==> config.mk <==
export PLATFORM = sky130hd
export DESIGN_NAME = sar_adc_control
export DESIGN_NICKNAME = d
export VERILOG_FILES = /design/src/rtl/sar_adc_pkg.sv /design/src/rtl/sar_adc_control.sv /design/src/rtl/sar_code_reg.sv
export SDC_FILE = /design/constraint.sdc
export NUM_CORES = 1
export LEC_CHECK = 0
export BUFFER_PORTS_ARGS = -buffer_cell sky130_fd_sc_hd__buf_2
export CORE_UTILIZATION = 45
export CTS_BUF_LIST = sky130_fd_sc_hd__clkbuf_16
export DETAILED_ROUTE_END_ITERATION = 7
export PLACE_DENSITY = 0.81
export SETUP_SLACK_MARGIN = 0.2
export SLEW_MARGIN = 20
export SYNTH_ARGS = -nofsm -noshare
export SYNTH_HDL_FRONTEND = slang
export SYNTH_SLANG_ARGS = --single-unit
export TNS_END_PERCENT = 20
==> constraint.sdc <==
create_clock -name pclk -period 3.74 [get_ports pclk]
set_input_delay 0.187 -clock pclk [delete_from_list [all_inputs] [get_ports pclk]]
set_output_delay 0.187 -clock pclk [all_outputs]
set_load 0.1 [all_outputs]
==> src/rtl/sar_adc_pkg.sv <==
// Shared constants for the successive-approximation converter control.
package sar_adc_pkg;
	localparam logic [11:0] CTRL_OFF         = 12'h000;
	localparam logic [11:0] RESULT_OFF       = 12'h004;
	localparam int          DONE_BIT         = 7;
	localparam int          RC_SEL_BIT       = 6;
	localparam int          POWER_ON_BIT     = 5;
	localparam int          CH_LSB           = 0;
	localparam int          CH_W             = 3;
	localparam int          CODE_W           = 8;
	localparam logic [2:0]  CH_PIN4          = 3'h0;
	localparam logic [2:0]  CH_PIN5          = 3'h1;
	localparam logic [7:0]  CTRL_RESET       = 8'h00;
	localparam logic [7:0]  RESULT_RESET     = 8'h00;
	localparam logic [7:0]  CODE_FULL        = 8'hFF;
	localparam int          CONV_CYCLES      = 32;
	localparam int          SAMPLE_STEPS     = 8;
	localparam logic [4:0]  SAMPLE_LAST      = 5'(SAMPLE_STEPS - 1);
	localparam logic [4:0]  CONV_LAST        = 5'(CONV_CYCLES - 1);
	localparam logic [1:0]  PHASE_TRIAL      = 2'h0;
	localparam logic [1:0]  PHASE_DECIDE     = 2'h2;
	localparam logic [2:0]  BIT_MSB          = 3'h7;
	typedef enum logic [1:0] {ST_OFF, ST_SAMPLE, ST_BITS} conv_state_t;
endpackage

==> src/rtl/sar_adc_control.sv <==
// APB-controlled sequencer for an 8-bit successive-approximation converter.
`timescale 1ns/1ps
// What this block does
// - One 8-bit successive-approximation converter fed from a multiplexer of two pins and three references.
// - Ratiometric: input at high reference gives FF, ground gives 00.
// - Input above high reference saturates to FF with no overflow flag.
// - Sample input once at conversion start, then trial D/A bits one by one.
// - Result monotonic in input voltage with every code reachable.
// - Each conversion takes 32 bus phase clock cycles, or 32 RC edges with RC selected, clock at least 1 MHz.
// - Input readings are taken in the quiet part of the driving clock.
// - Multiplexer routes one of two external pins at port bits 4 and 5.
// - Conversions repeat every 32 cycles, overwriting result, until control is rewritten.
// - Done flag clears on channel select, result read, or power off.
// - Three-bit channel: 0,1 pins; 4 high, 5 mid, 6 low reference.
// - Powered on with channel 0 or 1, that pin stops being digital.
module sar_adc_control (
	// Clock and reset.
	input  wire logic        pclk,
	input  wire logic        presetn,
	// APB slave.
	input  wire logic        psel,
	input  wire logic        penable,
	input  wire logic        pwrite,
	input  wire logic [11:0] paddr,
	input  wire logic [31:0] pwdata,
	output logic      [31:0] prdata_q,
	output logic             pready_q,
	output logic             pslverr_q,
	// Analog side.
	input  wire logic        rc_osc,
	input  wire logic        cmp_above,
	output logic       [7:0] dac_code_q,
	output logic       [2:0] mux_sel_q,
	output logic             sample_q,
	output logic             analog_on_q,
	output logic             rc_osc_en_q,
	output logic             pin4_digital_off_q,
	output logic             pin5_digital_off_q
);
	logic                             rc_s1_q, rc_s2_q, rc_s3_q, cmp_s1_q, cmp_s2_q;
	logic                             done_flag_q, rc_sel_q, power_q;
	logic [2:0]                       ch_q;
	logic [7:0]                       result_q;
	logic [4:0]                       step_q;
	logic [2:0]                       bit_q;
	logic [1:0]                       phase_q;
	sar_adc_pkg::conv_state_t         state_q;
	logic                             access, wr_ctrl, rd_result, restart, tick, trial;
	logic                             decide, done, map_hit;
	logic [7:0]                       ctrl_rd;

	// Pins from the analog side and the RC oscillator are asynchronous to pclk.
	always_ff @(posedge pclk or negedge presetn) begin
		if (!presetn) begin
			rc_s1_q  <= 1'b0;
			rc_s2_q  <= 1'b0;
			rc_s3_q  <= 1'b0;
			cmp_s1_q <= 1'b0;
			cmp_s2_q <= 1'b0;
		end else begin
			rc_s1_q  <= rc_osc;
			rc_s2_q  <= rc_s1_q;
			rc_s3_q  <= rc_s2_q;
			cmp_s1_q <= cmp_above;
			cmp_s2_q <= cmp_s1_q;
		end
	end

	assign map_hit   = paddr == sar_adc_pkg::CTRL_OFF || paddr == sar_adc_pkg::RESULT_OFF;
	assign access    = psel && penable && pready_q;
	assign wr_ctrl   = access && pwrite && paddr == sar_adc_pkg::CTRL_OFF;
	assign rd_result = access && !pwrite && paddr == sar_adc_pkg::RESULT_OFF;
	assign restart   = wr_ctrl;
	// Steps advance on every pclk, or on each synchronised RC rising edge.
	assign tick      = rc_sel_q ? (rc_s2_q && !rc_s3_q) : 1'b1;
	// The top bit goes on trial as sampling ends; later trials ride on the decide before them.
	assign trial     = tick && state_q == sar_adc_pkg::ST_SAMPLE
	                   && step_q == sar_adc_pkg::SAMPLE_LAST;
	assign decide    = tick && state_q == sar_adc_pkg::ST_BITS
	                   && phase_q == sar_adc_pkg::PHASE_DECIDE;
	assign done      = decide && bit_q == 3'h0;
	assign ctrl_rd   = {done_flag_q, rc_sel_q, power_q, 2'b00, ch_q};

	// One wait state per access; unmapped addresses answer with pslverr.
	always_ff @(posedge pclk or negedge presetn) begin
		if (!presetn) begin
			pready_q  <= 1'b0;
			pslverr_q <= 1'b0;
			prdata_q  <= 32'h00000000;
		end else begin
			pready_q  <= psel && penable && !pready_q;
			pslverr_q <= psel && penable && !pready_q && !map_hit;
			if (psel && penable && !pready_q && !pwrite) begin
				if (paddr == sar_adc_pkg::CTRL_OFF) begin
					prdata_q <= {24'h000000, ctrl_rd};
				end else if (paddr == sar_adc_pkg::RESULT_OFF) begin
					prdata_q <= {24'h000000, result_q};
				end else begin
					prdata_q <= 32'h00000000;
				end
			end
		end
	end

	always_ff @(posedge pclk or negedge presetn) begin
		if (!presetn) begin
			{rc_sel_q, power_q} <= 2'b00;
			ch_q                <= sar_adc_pkg::CTRL_RESET[2:0];
		end else if (wr_ctrl) begin
			rc_sel_q <= pwdata[sar_adc_pkg::RC_SEL_BIT];
			power_q  <= pwdata[sar_adc_pkg::POWER_ON_BIT];
			ch_q     <= pwdata[sar_adc_pkg::CH_LSB +: sar_adc_pkg::CH_W];
		end
	end

	// The new result wins over a result-read clear in the same cycle; a control write in that cycle wins over the result.
	always_ff @(posedge pclk or negedge presetn) begin
		if (!presetn) begin
			done_flag_q <= 1'b0;
			result_q    <= sar_adc_pkg::RESULT_RESET;
		end else if (done && !restart) begin
			done_flag_q <= 1'b1;
			result_q    <= {dac_code_q[7:1], cmp_s2_q};
		end else if (wr_ctrl || rd_result || !power_q) begin
			done_flag_q <= 1'b0;
		end
	end

	// Sampling window of eight steps, then three steps per bit. The decide step of one bit
	// puts the next bit on trial, so the comparator has two steps to pass its synchroniser.
	always_ff @(posedge pclk or negedge presetn) begin
		if (!presetn) begin
			state_q <= sar_adc_pkg::ST_OFF;
			step_q  <= 5'h00;
			bit_q   <= sar_adc_pkg::BIT_MSB;
			phase_q <= 2'h0;
		end else if (restart || !power_q) begin
			state_q <= sar_adc_pkg::ST_OFF;
			step_q  <= 5'h00;
			bit_q   <= sar_adc_pkg::BIT_MSB;
			phase_q <= 2'h0;
		end else if (state_q == sar_adc_pkg::ST_OFF) begin
			state_q <= sar_adc_pkg::ST_SAMPLE;
		end else if (tick) begin
			step_q <= step_q + 5'h01;
			unique case (state_q)
				sar_adc_pkg::ST_SAMPLE: begin
					if (step_q == sar_adc_pkg::SAMPLE_LAST) begin
						state_q <= sar_adc_pkg::ST_BITS;
					end
				end
				sar_adc_pkg::ST_BITS: begin
					phase_q <= decide ? 2'h0 : phase_q + 2'h1;
					if (decide) begin
						bit_q <= bit_q - 3'h1;
					end
					if (done) begin
						state_q <= sar_adc_pkg::ST_SAMPLE;
					end
				end
				sar_adc_pkg::ST_OFF: begin
					state_q <= sar_adc_pkg::ST_SAMPLE;
				end
			endcase
		end
	end

	always_ff @(posedge pclk or negedge presetn) begin
		if (!presetn) begin
			mux_sel_q          <= 3'h0;
			sample_q           <= 1'b0;
			analog_on_q        <= 1'b0;
			rc_osc_en_q        <= 1'b0;
			pin4_digital_off_q <= 1'b0;
			pin5_digital_off_q <= 1'b0;
		end else begin
			mux_sel_q          <= ch_q;
			sample_q           <= power_q && state_q == sar_adc_pkg::ST_SAMPLE;
			analog_on_q        <= power_q;
			rc_osc_en_q        <= rc_sel_q;
			pin4_digital_off_q <= power_q && ch_q == sar_adc_pkg::CH_PIN4;
			pin5_digital_off_q <= power_q && ch_q == sar_adc_pkg::CH_PIN5;
		end
	end

	sar_code_reg u_code (
		.pclk    (pclk),
		.presetn (presetn),
		.clear   (state_q != sar_adc_pkg::ST_BITS),
		.trial   (trial),
		.decide  (decide),
		.bit_idx (bit_q),
		.keep    (cmp_s2_q),
		.code_q  (dac_code_q)
	);

	// Helper logic for the checks below.
	logic [4:0] gap_q;
	logic       gap_ok_q, all_hi_q;
	always_ff @(posedge pclk or negedge presetn) begin
		if (!presetn) begin
			gap_q    <= 5'h00;
			gap_ok_q <= 1'b0;
			all_hi_q <= 1'b1;
		end else begin
			gap_q    <= (done || restart) ? 5'h00 : gap_q + 5'h01;
			gap_ok_q <= (done || gap_ok_q) && !restart && !rc_sel_q;
			if (state_q != sar_adc_pkg::ST_BITS) begin
				all_hi_q <= 1'b1;
			end else if (decide && !cmp_s2_q) begin
				all_hi_q <= 1'b0;
			end
		end
	end
endmodule // sar_adc_control

==> src/rtl/sar_code_reg.sv <==
// Successive-approximation code register that drives the D/A array.
`timescale 1ns/1ps
module sar_code_reg (
	// Clock and reset.
	input  wire logic       pclk,
	input  wire logic       presetn,
	// Step controls.
	input  wire logic       clear,
	input  wire logic       trial,
	input  wire logic       decide,
	input  wire logic [2:0] bit_idx,
	input  wire logic       keep,
	// Current trial code.
	output logic      [7:0] code_q
);
	for (genvar i = 0; i < 8; i++) begin : g_bit
		always_ff @(posedge pclk or negedge presetn) begin
			if (!presetn) begin
				code_q[i] <= 1'b0;
			end else if (trial && bit_idx == 3'(i)) begin
				// The first trial is raised while the sequencer still reads as sampling.
				code_q[i] <= 1'b1;
			end else if (clear) begin
				code_q[i] <= 1'b0;
			end else if (decide && bit_idx == 3'(i)) begin
				// A bit whose trial stayed at or below the input is kept; otherwise it is cleared.
				code_q[i] <= keep;
			end else if (decide && {1'b0, bit_idx} == 4'(i + 1)) begin
				// The decide step also puts the next lower bit on trial.
				code_q[i] <= 1'b1;
			end
		end
	end
endmodule // sar_code_reg

# [After elaboration in Yosys (flattened, before gate mapping)]
# Cells that the tools add are included.
[word_totals] register_bits=81 in_bits=51 output_inout_bits=50 elab_cells=171
[op_classes] add_sub_neg=3 eq_ne=17 muxes=55 reduce_logical=65
[op_table] cell="$logic_and A1 B1 Y1" count=34
[op_table] cell="$mux W1" count=34
[op_table] cell="$mux W32" count=1
[op_table] cell="$reduce_bool A4 Y1" count=7
[op_table] cell="$mux W2" count=10
[op_table] cell="$mux W3" count=5
[op_table] cell="$mux W5" count=3
[op_table] cell="$eq A12 B3 Y1 const B" count=1
[op_table] cell="$eq A3 B3 Y1 const B" count=4
[op_table] cell="$logic_not A12 Y1" count=1
[op_table] cell="$mux W8" count=1
[op_table] cell="$reduce_bool A2 Y1" count=4
[op_table] cell="$eq A3 B1 Y1 const B" count=2
[op_table] cell="$eq A3 B2 Y1 const B" count=2
[op_table] cell="$logic_not A1 Y1" count=6
[op_table] cell="$logic_not A3 Y1" count=2
[op_table] cell="$reduce_and A3 Y1" count=2
[op_table] cell="$reduce_bool A3 Y1" count=2
[op_table] cell="$add A5 B1 Y5 const B" count=1
[op_table] cell="$eq A5 B3 Y1 const B" count=1
[op_table] cell="$eq A2 B2 Y1 const B" count=2
[op_table] cell="$logic_or A1 B1 Y1" count=4
[op_table] cell="$ne A2 B2 Y1 const B" count=2
[op_table] cell="$ne A4 B1 Y1 const B" count=1
[op_table] cell="8 further kinds" count=8

# [Longest topological paths before layout]
[logic_depth] depth_word=11 ltp_mapped=6 depth_no_buf=6

# [Modules after synthesis]
# Synthesis repeated with hierarchy kept, for this count alone.
[unflattened] cells_unflattened=244 hier_area_um2=2775.2
[by_module_without_submodules] mod="sar_adc_control" instances=1 cells_per_inst=197 area_each_um2=2312.2 seq_area_each_um2=1229.9
[by_module_without_submodules] mod="sar_code_reg" instances=1 cells_per_inst=47 area_each_um2=462.9 seq_area_each_um2=200.2

# [Least setup slack after synthesis]
# No wires, ideal clock.
[synth_path] kind="register to register" startpoint="register pready_q" endpoint="register result_q[2]" setup_ns=0.126 arrival_time_ns=1.960 t_required_ns=3.614 path_slack_ns=1.654 path_stages_with_launch=5 n_path_buf=0 period_less_slack_ns=2.086 cell_sequence="dfrtp_1 and4b_1 nand4_4 nand2_8 mux2_4"
[synth_via] elab_chain_len=5
[synth_lines] item="from (decl)" line_no="sar_adc_control.sv:27" rtl="output logic pready_q,"
[synth_lines] item="from (signal assigned)" line_no="sar_adc_control.sv:91" rtl="pready_q <= psel && penable && !pready_q;"
[synth_lines] item="$logic_and A1 B1 Y1" line_no="sar_adc_control.sv:70" rtl="assign access = psel && penable && pready_q;"
[synth_lines] item="$logic_and A1 B1 Y1 (2 in series)" line_no="sar_adc_control.sv:71" rtl="assign wr_ctrl = access && pwrite && paddr == sar_adc_pkg::CTRL_OFF;"
[synth_lines] item="$logic_not A1 Y1"
[synth_lines] item="$logic_and A1 B1 Y1" line_no="sar_adc_control.sv:121" rtl="end else if (done && !restart) begin"
[synth_lines] item="to (signal assigned)" line_no="sar_adc_control.sv:120" rtl="result_q <= sar_adc_pkg::RESULT_RESET;"
[synth_lines] item="to (signal assigned)" line_no="sar_adc_control.sv:123" rtl="result_q <= {dac_code_q[7:1], cmp_s2_q};"
[synth_lines] item="to (decl)" line_no="sar_adc_control.sv:43" rtl="logic [7:0] result_q;"
# Every way passes these cells.
# A chain may end at the register's enable or synchronous reset.

# [Final worst setup path]
[layout_path] startpoint="register rc_sel_q" endpoint="register result_q[4]"
[layout_via] elab_chain_len=5
[layout_lines] item="from (decl)" line_no="sar_adc_control.sv:41" rtl="logic done_flag_q, rc_sel_q, power_q;"
[layout_lines] item="from (signal assigned)" line_no="sar_adc_control.sv:110" rtl="rc_sel_q <= pwdata[sar_adc_pkg::RC_SEL_BIT];"
[layout_lines] item="$mux W1" line_no="sar_adc_control.sv:75" rtl="assign tick = rc_sel_q ? (rc_s2_q && !rc_s3_q) : 1'b1;"
[layout_lines] item="$logic_and A1 B1 Y1" line_no="sar_adc_control.sv:79" rtl="assign decide = tick && state_q == sar_adc_pkg::ST_BITS"
[layout_lines] item="$logic_and A1 B1 Y1" line_no="sar_adc_control.sv:80" rtl="&& phase_q == sar_adc_pkg::PHASE_DECIDE;"
[layout_lines] item="$logic_and A1 B1 Y1" line_no="sar_adc_control.sv:81" rtl="assign done = decide && bit_q == 3'h0;"
[layout_lines] item="$logic_and A1 B1 Y1" line_no="sar_adc_control.sv:121"
# Every way passes these cells.

==> impl_metrics.toml <==
[floorplan]
floorplan.io_pins = 101
core_um2 = 6030
die_w_um = 81.6
rows = 28
die-area_um2 = 6660
start_util = 0.473
die_y_um = 81.6

[cells_and_area]
multi_input_area_um2 = 1240
stdcell_count = 387
layout_commonest_cell = "dfrtp_1"
final_cell_mix = "54 x dfrtp_1, 49 x buf_2, 24 x conb_1"
diodes = 0
seqCellArea_um2 = 1430
fillers = 531
drive_above_1_share = 0.288
area_growth_pct = 19.2
final_net_count = 364

[detailed_routing]
drtAntennaViolNets = 0
drtIter0Drc = 106
drc_errors = 0
vias = 2042
avgViaCountPerCell = 5.28
routedWlPerCell_um = 14.7
routed_wl_um = 5670
first_pass_iters = 4

[timing]
finalMaxSlewViolations = 0
finalClockSkew_ps = 7.98
period_share = 0.474
hold_viol_final = 0
setup_slack_ps = 1970
period_needed_ps = 1770
slew_headroom = 0.635
fin_tns_setup_ps = 0
max_freq_mhz = 564
grt_setup_unrepaired = "false"
tightest_slew_ps = 546
setup_violations = 0

[pwr]
power_leakage_uw = 0.00172
vdd_drop_max_v = 0.000299
p_per_area_nw_per_um2 = 481
power.total_uw = 1640

[grt]
grt_pass1_vias = 1990
grt_use_met1 = 0.206
grt_usage = 0.190
grt_pass1_wl_um = 9090
antenna_found_initial = 0
grt_max_degree = 37
met2_usage = 0.328
overflow = 0
met3_usage = 0.0611
grt-busiest-layer = "met2"

[worst_hold_path]
hold_start = "pwdata[6]"
hold_path.class = "input port to register"

[logic_synthesis]
ys_warn_count = 0
synth_compound_area_frac = 0.125
synth_area_per_cell_um2 = 11.4
synthXorXnorAreaFrac = 0.0184
netlist.top_cell.by_area = "dfrtp_1"
syn_area_um2 = 2850
synth.mux.area_fraction = 0.0790
synth_top_cell_area_share = 0.474
synth_edf_count = 0
synth-main-ff-cell = "dfrtp_1"
ys_seq_area_frac = 0.502
syn-instance-count = 250
synth.distinct_cells = 52
async_flop_share = 1.00
yosys.area_share.simple = 0.153
synth_top_family_by_area = "simple AND/OR/NAND/NOR gates"
yosys.area_share.adder = 0.0263
ys_ff_latch = 57
synthTopCellsByArea = "dfrtp_1 47%, buf_4 6.3%, mux2_4 4.2%"

[critical_path]
end_kind = "register"
crit_arrival_ps = 1980
critPathLaunch = "rc_sel_q$_DFFE_PN0P_"
cp.required_ps = 3950
crit_type = "register to register"
cp_max_fo = 10
crit_path_start_kind = "register"
reg2reg_from = "rc_sel_q$_DFFE_PN0P_"

[clock_network]
cts_sinks = 57
cts_resized = 0
path_clk_slew_ps = 50
cts_root_buf = "clkbuf_16"
cts_tree = "yes"
ctsHtreeMaxLevel = 3
cts_buffer_depth = 2
clk_latency_ps = 330
numCtsBuffers = 9

[placement]
place_congestion = 0.938
place_inst = 368
numPortBuffers = 49
dp_hpwl_um = 3930
pre_cts_ws_ps = 1990

[outcome]
status = "finished, final reports clean"

[job]
maxCapViolations = 0
-- worst paths after layout --
kind / to / slack [ps] / cells past startpoint
worst max-delay path: result_q[4]$_DFFE_PN0P_ / 1970 / 4
worst min-delay path: rc_sel_q$_DFFE_PN0P_ / 90 / 2
worst max register to register: result_q[4]$_DFFE_PN0P_ / 1970 / 4
worst min register to register: cmp_s2_q$_DFF_PN0_ / 350 / 0
max in group asynchronous: step_q[0]$_DFFE_PN0P_ / 2540 / 3
min in group asynchronous: prdata_q[4]$_DFFE_PN0P_ / 350 / 2
-- stage by stage --
stage,instance area [um^2],utilization,hold WS [ps]
2_1_floorplan,2940,-,-109
3_3_place_gp,3060,0.507,166
3_5_place_dp,3060,0.507,176
4_1_cts,3400,0.564,82.6
5_1_grt,3400,0.564,86.1
6_report,3400,0.564,87.4
-- registers in the layout, summed over array words and instances, names as in the netlist, 3 cells and up --
register       cells
bit_q              3
ch_q               3
mux_sel_q          3
prdata_q           8
result_q           8
step_q             5
u_code.code_q      8
-- where the power goes --
group / internal (uW) / switching (uW) / leakage (uW)
Clock: 575 / 278 / 0.000154
Sequential: 622 / 2.17 / 0.000773
Combinational: 17.1 / 141 / 0.000788
-- synth_stat cells, types with 3 or more instances --
| library cell | count |
|---|---|
| and2_1 | 3 |
| o221ai_1 | 3 |
| nand3_1 | 10 |
| o211ai_1 | 6 |
| a211oi_1 | 4 |
| nor3_1 | 3 |
| mux2i_1 | 6 |
| nand2_1 | 21 |
| dfstp_2 | 3 |
| ha_1 | 6 |
| xnor2_1 | 6 |
| mux2_2 | 4 |
| buf_4 | 24 |
| a31oi_1 | 3 |
| inv_1 | 11 |
| dfrtp_1 | 54 |
| o21ai_0 | 16 |
| mux2_4 | 8 |
| a21oi_1 | 10 |
| nor2_1 | 10 |
| buf_6 | 3 |
-- layout make-up --
class,instances,area share
Inverter,11,0.0122
Multi-Input combinational cell,175,0.364
Clock inverter,7,0.0258
Timing Repair Buffer,53,0.0832
Clock buffer,9,0.0663
Tap cell,75,0.0276
Sequential cell,57,0.421
-- timing repair --
item | CTS | global route
hold buffers | 3 | 0
buffers inserted | 0 | 0
endpoints found under the setup margin | 0 | 0
endpoints found under the hold margin | 20 | 0
-- worst max-delay path: stages (launching register included) --
cell and delay (ps):
dfrtp_1 600, inv_1 230, o2111a_4 390, nand2_8 110, mux2_4 310
-- per-layer routing --
layer | wire length, um | share of wire
met5 | 0 | 0
met4 | 116 | 0.020
met3 | 423 | 0.075
met2 | 2790 | 0.49
met1 | 2340 | 0.41
-- cell families after synthesis --
kind of cell	after synthesis
AO/OA/AOI/OAI	53
buffers and inverters	41
flip-flops	57
multiplexers	18
other	1
XOR/XNOR	6
AND/OR/NAND/NOR	68
adder cells (fa/ha/maj)	6
(Power assumes the default switching activity.)
